File: src/rtl/gcs_pkg.sv
// gcs_pkg: constants for the graphics function command/status configuration registers.
// assumes a host bridge that issues dword configuration reads/writes with byte enables.
// Overview of operation
// - command bit 10 masks the legacy interrupt and upstream assert messages; resets 0
// - interrupt output asserts only when mask is 0 and pending status is 1
// - hardware sets pending status on interrupt event; software writes 1 to clear
// - setting the mask never changes pending status; status tracks internal state
// - command bit 2 gates master accesses; resets 0; no master access while 0
// - command bit 1 gates memory-space response; resets 0
// - command bit 0 gates io-space response; resets 0
// - command bits 15:11 reserved; bits 9:3 read 0 and ignore writes
// - detected parity errors are ignored without reporting
// - special cycles are ignored; write-and-invalidate is never issued
// - status bits 15:11 and 8 always read 0
// - status select timing field bits 10:9 always read 00
// - status bit 7 reads 1: back-to-back capability
// - status bits 6, 5 and 2:0 always read 0
// - status bit 4 reads 1: capability list present
package gcs_pkg;
  localparam logic [7:0] CFG_DWORD_OFS = 8'h04;
  localparam logic [7:0] GFX_COMMAND_OFS = 8'h04;
  localparam logic [7:0] GFX_STATUS_OFS = 8'h06;
  localparam logic [15:0] GFX_COMMAND_RST = 16'h0000;
  localparam logic [15:0] GFX_STATUS_RST = 16'h0090;
  localparam int CMD_IO_SPACE_BIT = 0;
  localparam int CMD_MEM_SPACE_BIT = 1;
  localparam int CMD_MASTER_BIT = 2;
  localparam int CMD_INT_MASK_BIT = 10;
  localparam int STS_INT_PENDING_BIT = 3;
  localparam int STS_WORD_LSB = 16;
  localparam int STS_PENDING_WBIT = STS_WORD_LSB + STS_INT_PENDING_BIT;
  localparam int STS_PENDING_LANE = STS_PENDING_WBIT / 8;
  localparam logic [15:0] CMD_WRITABLE = 16'h0407;
  localparam logic [15:0] STS_FIXED_ONES = 16'h0090;
endpackage : gcs_pkg

File: src/rtl/gcs_command_status.sv
// gcs_command_status: command and status registers plus the gates they drive.
// assumes one-cycle config strobes on the dword at offset 04h; byte enables select lanes.
`timescale 1ns/100ps
`default_nettype none
module gcs_command_status (
  // clock and reset
  input wire logic mclk,
  input wire logic rst,
  // configuration access
  input wire logic cfgRd,
  input wire logic cfgWr,
  input wire logic [7:0] cfgAddr,
  input wire logic [3:0] cfgByteEn,
  input wire logic [31:0] cfgWrData,
  output logic [31:0] cfgRdData,
  output logic cfgRdValid,
  // function side
  input wire logic intEvent,
  input wire logic masterReq,
  input wire logic memAccess,
  input wire logic ioAccess,
  input wire logic parityErr,
  input wire logic specialCycle,
  output logic intxActive_n,
  output logic intAssertMsg,
  output logic masterGrant,
  output logic memClaim,
  output logic ioClaim,
  output logic memorySpaceGate,
  output logic ioSpaceGate,
  output logic masterAccessGate
);
  logic [15:0] command_r;
  logic pending_r;
  logic pendingSeen_r;
  logic hitDword;
  logic writeHit;
  logic pendingClear;
  logic intLive;
  logic [15:0] cmdMask;
  logic [15:0] stsLiveMask;
  logic [15:0] statusView;

  // byte enables 1:0 cover the command half of the dword
  function automatic logic [15:0] f_lane_mask(input logic [1:0] be);
    return {{8{be[1]}}, {8{be[0]}}};
  endfunction : f_lane_mask

  // the pin and the upstream message share one qualified condition
  function automatic logic f_int_live(input logic pending, input logic [15:0] cmd);
    return pending & ~cmd[gcs_pkg::CMD_INT_MASK_BIT];
  endfunction : f_int_live

  assign hitDword = (cfgAddr[7:2] == gcs_pkg::CFG_DWORD_OFS[7:2]);
  assign writeHit = cfgWr & hitDword;
  // the clear bit sits in byte 2, so a command-only write never drops a pending interrupt
  assign pendingClear = writeHit & cfgByteEn[gcs_pkg::STS_PENDING_LANE]
      & cfgWrData[gcs_pkg::STS_PENDING_WBIT];
  assign intLive = f_int_live(pending_r, command_r);
  // lanes 0/1 hold command, lanes 2/3 hold status
  assign cmdMask = f_lane_mask(cfgByteEn[1:0]) & gcs_pkg::CMD_WRITABLE;
  assign stsLiveMask = 16'h0001 << gcs_pkg::STS_INT_PENDING_BIT;
  // fixed ones and the single live bit; everything else is hardwired zero
  assign statusView = gcs_pkg::STS_FIXED_ONES
      | (stsLiveMask & {16{pending_r}});

  always_ff @(posedge mclk or posedge rst) begin
    if (rst) begin
      command_r <= gcs_pkg::GFX_COMMAND_RST;
    end else if (cfgWr && hitDword) begin
      command_r <= (command_r & ~cmdMask) | (cfgWrData[15:0] & cmdMask);
    end
  end

  // set wins over a simultaneous write-one clear so no event is lost; mask never touches it
  always_ff @(posedge mclk or posedge rst) begin
    if (rst) begin
      pending_r <= 1'b0;
    end else if (intEvent) begin
      pending_r <= 1'b1;
    end else if (pendingClear) begin
      pending_r <= 1'b0;
    end
  end

  always_ff @(posedge mclk or posedge rst) begin
    if (rst) begin
      cfgRdData <= 32'h0000_0000;
      cfgRdValid <= 1'b0;
    end else begin
      cfgRdValid <= cfgRd;
      // unmapped offsets read zero
      cfgRdData <= (cfgRd && hitDword) ? {statusView, command_r} : 32'h0000_0000;
    end
  end

  // parity errors and special cycles are inputs only; nothing here reacts to them
  logic unusedIn;
  assign unusedIn = parityErr | specialCycle;

  always_ff @(posedge mclk or posedge rst) begin
    if (rst) begin
      intxActive_n <= 1'b1;
      intAssertMsg <= 1'b0;
      pendingSeen_r <= 1'b0;
    end else begin
      intxActive_n <= ~intLive;
      pendingSeen_r <= intLive;
      // one message per rising edge of the unmasked interrupt
      intAssertMsg <= intLive & ~pendingSeen_r;
    end
  end

  // grants and claims lag the request by one cycle so every output leaves a flop
  always_ff @(posedge mclk or posedge rst) begin
    if (rst) begin
      masterGrant <= 1'b0;
      masterAccessGate <= 1'b0;
    end else begin
      masterGrant <= masterReq & command_r[gcs_pkg::CMD_MASTER_BIT];
      masterAccessGate <= command_r[gcs_pkg::CMD_MASTER_BIT];
    end
  end

  always_ff @(posedge mclk or posedge rst) begin
    if (rst) begin
      memClaim <= 1'b0;
      memorySpaceGate <= 1'b0;
    end else begin
      memClaim <= memAccess & command_r[gcs_pkg::CMD_MEM_SPACE_BIT];
      memorySpaceGate <= command_r[gcs_pkg::CMD_MEM_SPACE_BIT];
    end
  end

  always_ff @(posedge mclk or posedge rst) begin
    if (rst) begin
      ioClaim <= 1'b0;
      ioSpaceGate <= 1'b0;
    end else begin
      ioClaim <= ioAccess & command_r[gcs_pkg::CMD_IO_SPACE_BIT];
      ioSpaceGate <= command_r[gcs_pkg::CMD_IO_SPACE_BIT];
    end
  end

  property p_int_gate;
    @(posedge mclk) disable iff (rst)
    !intxActive_n |-> $past(pending_r) && !$past(command_r[gcs_pkg::CMD_INT_MASK_BIT]);
  endproperty
  a_int_gate: assert property (p_int_gate) else $error("interrupt asserted while masked or idle");

  property p_mask_msg;
    @(posedge mclk) disable iff (rst)
    intAssertMsg |-> $past(!command_r[gcs_pkg::CMD_INT_MASK_BIT]);
  endproperty
  a_mask_msg: assert property (p_mask_msg) else $error("assert message sent while masked");

  property p_set;
    @(posedge mclk) disable iff (rst)
    intEvent |=> pending_r;
  endproperty
  a_set: assert property (p_set) else $error("pending not set by event");

  property p_mask_keeps;
    @(posedge mclk) disable iff (rst)
    (!intEvent && !pendingClear) |=> pending_r == $past(pending_r);
  endproperty
  a_mask_keeps: assert property (p_mask_keeps) else $error("pending changed without cause");

  property p_master;
    @(posedge mclk) disable iff (rst)
    masterGrant |-> $past(command_r[gcs_pkg::CMD_MASTER_BIT]);
  endproperty
  a_master: assert property (p_master) else $error("master access while gated off");

  property p_mem;
    @(posedge mclk) disable iff (rst)
    memClaim |-> $past(memAccess) && $past(command_r[gcs_pkg::CMD_MEM_SPACE_BIT]);
  endproperty
  a_mem: assert property (p_mem) else $error("memory claim while disabled");

  property p_io;
    @(posedge mclk) disable iff (rst)
    ioClaim |-> $past(ioAccess) && $past(command_r[gcs_pkg::CMD_IO_SPACE_BIT]);
  endproperty
  a_io: assert property (p_io) else $error("io claim while disabled");

  property p_cmd_ro;
    @(posedge mclk) disable iff (rst)
    (command_r & ~gcs_pkg::CMD_WRITABLE) == 16'h0000;
  endproperty
  a_cmd_ro: assert property (p_cmd_ro) else $error("read-only command bit set");

  property p_sts_fixed;
    @(posedge mclk) disable iff (rst)
    cfgRdValid && $past(hitDword) |-> (cfgRdData[31:16] & ~stsLiveMask) == gcs_pkg::STS_FIXED_ONES;
  endproperty
  a_sts_fixed: assert property (p_sts_fixed) else $error("status fixed bits wrong");

  property p_clear;
    @(posedge mclk) disable iff (rst)
    pendingClear && !intEvent |=> !pending_r;
  endproperty
  a_clear: assert property (p_clear) else $error("write-one did not clear pending");

  property p_set_wins;
    @(posedge mclk) disable iff (rst)
    intEvent && pendingClear |=> pending_r;
  endproperty
  a_set_wins: assert property (p_set_wins) else $error("clear beat a same-cycle event");

  property p_pending_view;
    @(posedge mclk) disable iff (rst)
    cfgRdValid && $past(hitDword) |-> cfgRdData[gcs_pkg::STS_PENDING_WBIT] == $past(pending_r);
  endproperty
  a_pending_view: assert property (p_pending_view) else $error("status read hides pending state");

  property p_intx_follow;
    @(posedge mclk) disable iff (rst)
    intLive |=> !intxActive_n;
  endproperty
  a_intx_follow: assert property (p_intx_follow) else $error("unmasked pending did not assert pin");

  property p_intx_masked;
    @(posedge mclk) disable iff (rst)
    command_r[gcs_pkg::CMD_INT_MASK_BIT] |=> intxActive_n;
  endproperty
  a_intx_masked: assert property (p_intx_masked) else $error("pin asserted while masked");

  property p_msg_rise;
    @(posedge mclk) disable iff (rst)
    intLive && !pendingSeen_r |=> intAssertMsg;
  endproperty
  a_msg_rise: assert property (p_msg_rise) else $error("no message on new interrupt");

  property p_msg_pulse;
    @(posedge mclk) disable iff (rst)
    intAssertMsg |=> !intAssertMsg;
  endproperty
  a_msg_pulse: assert property (p_msg_pulse) else $error("assert message longer than one cycle");

  property p_cmd_hold;
    @(posedge mclk) disable iff (rst)
    !writeHit |=> $stable(command_r);
  endproperty
  a_cmd_hold: assert property (p_cmd_hold) else $error("command changed without a write");

  property p_cmd_lane;
    @(posedge mclk) disable iff (rst)
    writeHit && !cfgByteEn[0] |=> command_r[7:0] == $past(command_r[7:0]);
  endproperty
  a_cmd_lane: assert property (p_cmd_lane) else $error("disabled byte lane written");

  property p_master_gate;
    @(posedge mclk) disable iff (rst)
    masterAccessGate == $past(command_r[gcs_pkg::CMD_MASTER_BIT]);
  endproperty
  a_master_gate: assert property (p_master_gate) else $error("master gate output stale");

  property p_mem_gate;
    @(posedge mclk) disable iff (rst)
    memorySpaceGate == $past(command_r[gcs_pkg::CMD_MEM_SPACE_BIT]);
  endproperty
  a_mem_gate: assert property (p_mem_gate) else $error("memory gate output stale");

  property p_io_gate;
    @(posedge mclk) disable iff (rst)
    ioSpaceGate == $past(command_r[gcs_pkg::CMD_IO_SPACE_BIT]);
  endproperty
  a_io_gate: assert property (p_io_gate) else $error("io gate output stale");

  property p_master_off;
    @(posedge mclk) disable iff (rst)
    !command_r[gcs_pkg::CMD_MASTER_BIT] |=> !masterGrant;
  endproperty
  a_master_off: assert property (p_master_off) else $error("grant while mastering disabled");

  property p_mem_off;
    @(posedge mclk) disable iff (rst)
    !command_r[gcs_pkg::CMD_MEM_SPACE_BIT] |=> !memClaim;
  endproperty
  a_mem_off: assert property (p_mem_off) else $error("memory claim while space disabled");

  property p_io_off;
    @(posedge mclk) disable iff (rst)
    !command_r[gcs_pkg::CMD_IO_SPACE_BIT] |=> !ioClaim;
  endproperty
  a_io_off: assert property (p_io_off) else $error("io claim while space disabled");

  property p_master_on;
    @(posedge mclk) disable iff (rst)
    masterReq && command_r[gcs_pkg::CMD_MASTER_BIT] |=> masterGrant;
  endproperty
  a_master_on: assert property (p_master_on) else $error("enabled master request not granted");

  property p_mem_on;
    @(posedge mclk) disable iff (rst)
    memAccess && command_r[gcs_pkg::CMD_MEM_SPACE_BIT] |=> memClaim;
  endproperty
  a_mem_on: assert property (p_mem_on) else $error("enabled memory access not claimed");

  property p_io_on;
    @(posedge mclk) disable iff (rst)
    ioAccess && command_r[gcs_pkg::CMD_IO_SPACE_BIT] |=> ioClaim;
  endproperty
  a_io_on: assert property (p_io_on) else $error("enabled io access not claimed");

  c_int: cover property (@(posedge mclk) disable iff (rst) intEvent ##1 !intxActive_n);
  c_masked: cover property (@(posedge mclk) disable iff (rst)
    pending_r && command_r[gcs_pkg::CMD_INT_MASK_BIT] ##1 intxActive_n);
  c_clear: cover property (@(posedge mclk) disable iff (rst) pending_r ##1 !pending_r);
  c_set_wins: cover property (@(posedge mclk) disable iff (rst) intEvent && pendingClear);
  c_msg: cover property (@(posedge mclk) disable iff (rst) intAssertMsg);
endmodule : gcs_command_status
`default_nettype wire

File: config.mk
export PLATFORM = sky130hd
export DESIGN_NAME = gcs_command_status
export DESIGN_NICKNAME = d
export VERILOG_FILES = /design/src/rtl/gcs_pkg.sv /design/src/rtl/gcs_command_status.sv
export SDC_FILE = /design/constraint.sdc
export NUM_CORES = 1
export LEC_CHECK = 0
export BUFFER_PORTS_ARGS = -buffer_cell sky130_fd_sc_hd__buf_4
export CAP_MARGIN = 20
export CORE_ASPECT_RATIO = 0.75
export CORE_MARGIN = 2
export CORE_UTILIZATION = 37
export CTS_BUF_LIST = sky130_fd_sc_hd__clkbuf_4 sky130_fd_sc_hd__clkbuf_8 sky130_fd_sc_hd__clkbuf_16
export DETAILED_ROUTE_END_ITERATION = 10
export PLACE_DENSITY = 0.83
export SLEW_MARGIN = 5
export SYNTH_ARGS = -nofsm -noshare
export SYNTH_HDL_FRONTEND = slang
export SYNTH_SLANG_ARGS = --single-unit
File: constraint.sdc
create_clock -name mclk -period 1.2 [get_ports mclk]
set_input_delay 0.06 -clock mclk [delete_from_list [all_inputs] [get_ports mclk]]
set_output_delay 0.06 -clock mclk [all_outputs]
set_load 0.02 [all_outputs]
**After elaboration in Yosys (flattened, before gate mapping)**

Cells that the tools add are included.

- Order comparisons: 0
- Mux-type cells: 3
- Equality and inequality tests: 1
- Shifts and indexed selects: 0
- Divide/modulo/power cells: 0
- Multipliers: 0
- Reduce and logical (&&, ||, !) cells: 3
- Bitwise operators: 15
- $add $sub $neg: 0

Operator list:

| cell | count |
|---|---|
| $mux 24 | 1 |
| $and 16x11->16 | 1 |
| $and 16x16->16 | 1 |
| $not 11->16 | 1 |
| $or 16x16->16 | 1 |
| $and 1x1->1 | 8 |
| $eq 6x1->1 const B | 1 |
| $not 1->1 | 3 |
| $logic_and 1x1->1 | 2 |
| $mux 1 | 2 |
| $reduce_bool 2->1 | 1 |

- Bits in writable memories: 0
- Memories: 0
- Latch bits: 0
- Flip-flop bits (word level): 51
- Input bits: 54
- Memory bits (read-only): 0
- Output and inout port bits: 41

**Depth between registers and ports, before layout**

- Depth in word-level cells: 6
- Depth in mapped cells: 3

**Least setup slack after synthesis**

No wires, ideal clock.

- Path type: input port to flip-flop
- From: input port cfgAddr[7]
- To: register (tool-made name)
- Data arrival time: 0.885 ns
- Required time: 1.075 ns
- Setup slack: 0.190 ns
- Setup time: 0.125 ns
- Stages on the path: 3
- Cells stage by stage: nor4b_4 -> nand4_4 -> mux2_4

RTL lines:

| item | RTL line | RTL |
|---|---|---|
| start, declared | gcs_command_status.sv:12 | `input wire logic [7:0] cfgAddr,` |

**Final worst setup path**

- From: register intxActive_n
- To: output port intxActive_n

RTL lines:

| item | RTL line | RTL |
|---|---|---|
| start, declared | gcs_command_status.sv:24 | `output logic intxActive_n,` |
| start signal, assigned | gcs_command_status.sv:107 | `intxActive_n <= ~intLive;` |

No word-level cell between the ends.

==> qor.txt <==
Cells on worst reg2reg path -> 1
Max Slew Vio Count -> 0
Pwr Total -> 1.37 mW
Ys Warns -> 0
TritonCTS clock tree -> done
Worst path top cell family by delay -> flip-flops
Synth Area per Inst -> 12.8 um2
Vias in the first global route -> 528
Worst-Skew Late Latency -> 0.30 ns
Placed cells -> 143
Slowest stage delay, CP -> 0.53 ns
Max Cap Violations -> 0
P&R area growth vs syn -> 37.9%
Num CTS Buffers -> 3
Die area -> 2940 um2
Synth Cell Area -> 931 um2
Worst Setup EP -> intxActive_n
Power Density -> 1070 nW/um2
CP endpoint kind -> primary output
Reg clk slew, reported paths -> 0.10 ns
Total gr overflow -> 0
Global-route wire length before repair -> 2.21 mm
Setup TNS -> 0 ns
Ports -> 95
Crit path max fanout -> 1
Resize count post-CTS -> 0
Worst Path Required -> 1.14 ns
Fin crit period -> 1.01 ns
Routed WL per cell -> 9.45 um
Leakage Power -> 0.707 nW
Post-CTS Setup Inserts -> 0
Fillers -> 219
FP Rows -> 15
Final setup viols -> 0
Routed WL -> 1.48 mm
Seq cells post-synth -> 21
Die Ht -> 47.4 um
Fin nets -> 178
Unrepaired setup endpoints after global routing -> no
Fmax -> 993 MHz
Area of the core -> 2350 um2
# diodes -> 0
Vias per cell -> 3.80
Layout Skew -> 0.00714 ns
Final cycle utilization of the critical path -> 0.840
Area of the multi-input gates -> 292 um2
Drt pass-1 iters -> 2
Max IR drop VDD -> 339 uV
Slowest stage cell on the critical path -> dfstp_2
Chip Width -> 61.9 um
Hold Crit Class -> in -> reg
Placer Congestion -> 0.662
Crit start category -> flop
DR DRC count -> 0
Post-synth cell types -> 16
CTS HTree Levels -> 1
Largest net degree at the start of global routing -> 22
Worst setup path startpoint -> intxActive_n
Buf/Inv on CP -> 1
Register area -> 527 um2
Final hold vios -> 0
Port bufs -> 37
Proportion of layout cells with a drive suffix above 1 -> 0.390
WS Path Type -> reg -> out
Critical-path cell list -> buf_4
Initial antenna violation count -> 0
Via count -> 597
CTS root buffer -> clkbuf_4
Syn Inst Count -> 73
Layout Cells excl Fill -> 157
Seq/Total Area, Yosys -> 0.566
Initial drt markers -> 7
DRT antenna net count -> 0
Critical Path Stages -> 1
CTS sink count -> 21
R2r setup slk -> 0.40 ns
Gr usage total -> 0.109
CTS Buffer Depth -> 2
Critical Path AT -> 0.95 ns
Hold-fix buffers, CTS -> 10
Status -> completed
Initial Util -> 0.397
cells in the final DEF (no fill, tap or decap):
cell type,count
dlygate4sd3_1,10
mux2_1,1
a41oi_1,1
nor2_1,4
buf_4,38
conb_1,25
nor4b_4,1
inv_1,2
and3_1,1
nand2b_1,1
nand2_1,1
dfrtp_1,20
nand4_1,1
clkbuf_4,4
mux2_4,3
dfstp_2,1
nand4_4,1
and2_1,8
layout make-up:
cell class	count	area share
Multi-Input combinational cell	48	0.227
Sequential cell	21	0.410
Tap cell	34	0.0331
Timing Repair Buffer	48	0.300
Clock buffer	4	0.0234
Inverter	2	0.00585
cells by family after synthesis:
kind of cell | after synthesis | share of synthesized area
AOI/OAI and AO/OA | 1 | 0.00941
buffers and inverters | 28 | 0.218
DFF | 21 | 0.566
muxes | 4 | 0.0605
other | 1 | 0.00403
and+or+nand+nor | 18 | 0.142
worst min-delay path by stage:
stage,from,depth (start not counted),end
2_1_floorplan,rst,1,asynchronous set/reset pin
3_3_place_gp,rst,3,cfgRdData[20]
3_5_place_dp,rst,3,intAssertMsg
4_1_cts,intEvent,3,pending_r
5_1_grt,intEvent,3,pending_r
6_report,intEvent,3,pending_r
layer usage:
| layer | vias to the layer above | global-route usage | wire length (um) |
|---|---|---|---|
| met5 | - | 0 | 0 |
| met4 | 0 | 0.0766 | 19 |
| met3 | 2 | 0.0270 | 142 |
| met2 | 45 | 0.179 | 766 |
| met1 | 268 | 0.127 | 557 |
| li1 | 282 | - | - |
power by group:
group	internal, mW	switching (mW)
registers	0.743	0.0161
logic	0.113	0.147
clock network	0.152	0.197
total	1.01	0.360
per-stage QoR:
stage	util	cell area, um2	hold WS (ns)	setup WS [ns]
floorplan	-	1020	0.0358	0.190
global placement	0.492	1150	0.101	0.0254
detailed placement	0.492	1150	0.112	0.0130
CTS	0.547	1280	0.0183	0.169
global route	0.547	1280	0.0199	0.144
finish	0.547	1280	0.0316	0.193
cell usage after synthesis (all sizes together):
master	number	area [um2]
and3	1	6.26
nand2	1	3.75
nand4	2	27.5
nand2b	1	6.26
inv	2	7.51
mux2	4	56.3
dfrtp	20	500
a41oi	1	8.76
nor2	4	15.0
and2	8	50.1
conb	1	3.75
dfstp	1	26.3
nor4b	1	23.8
buf	26	195
Note: power is estimated with default switching activity, not from simulation.
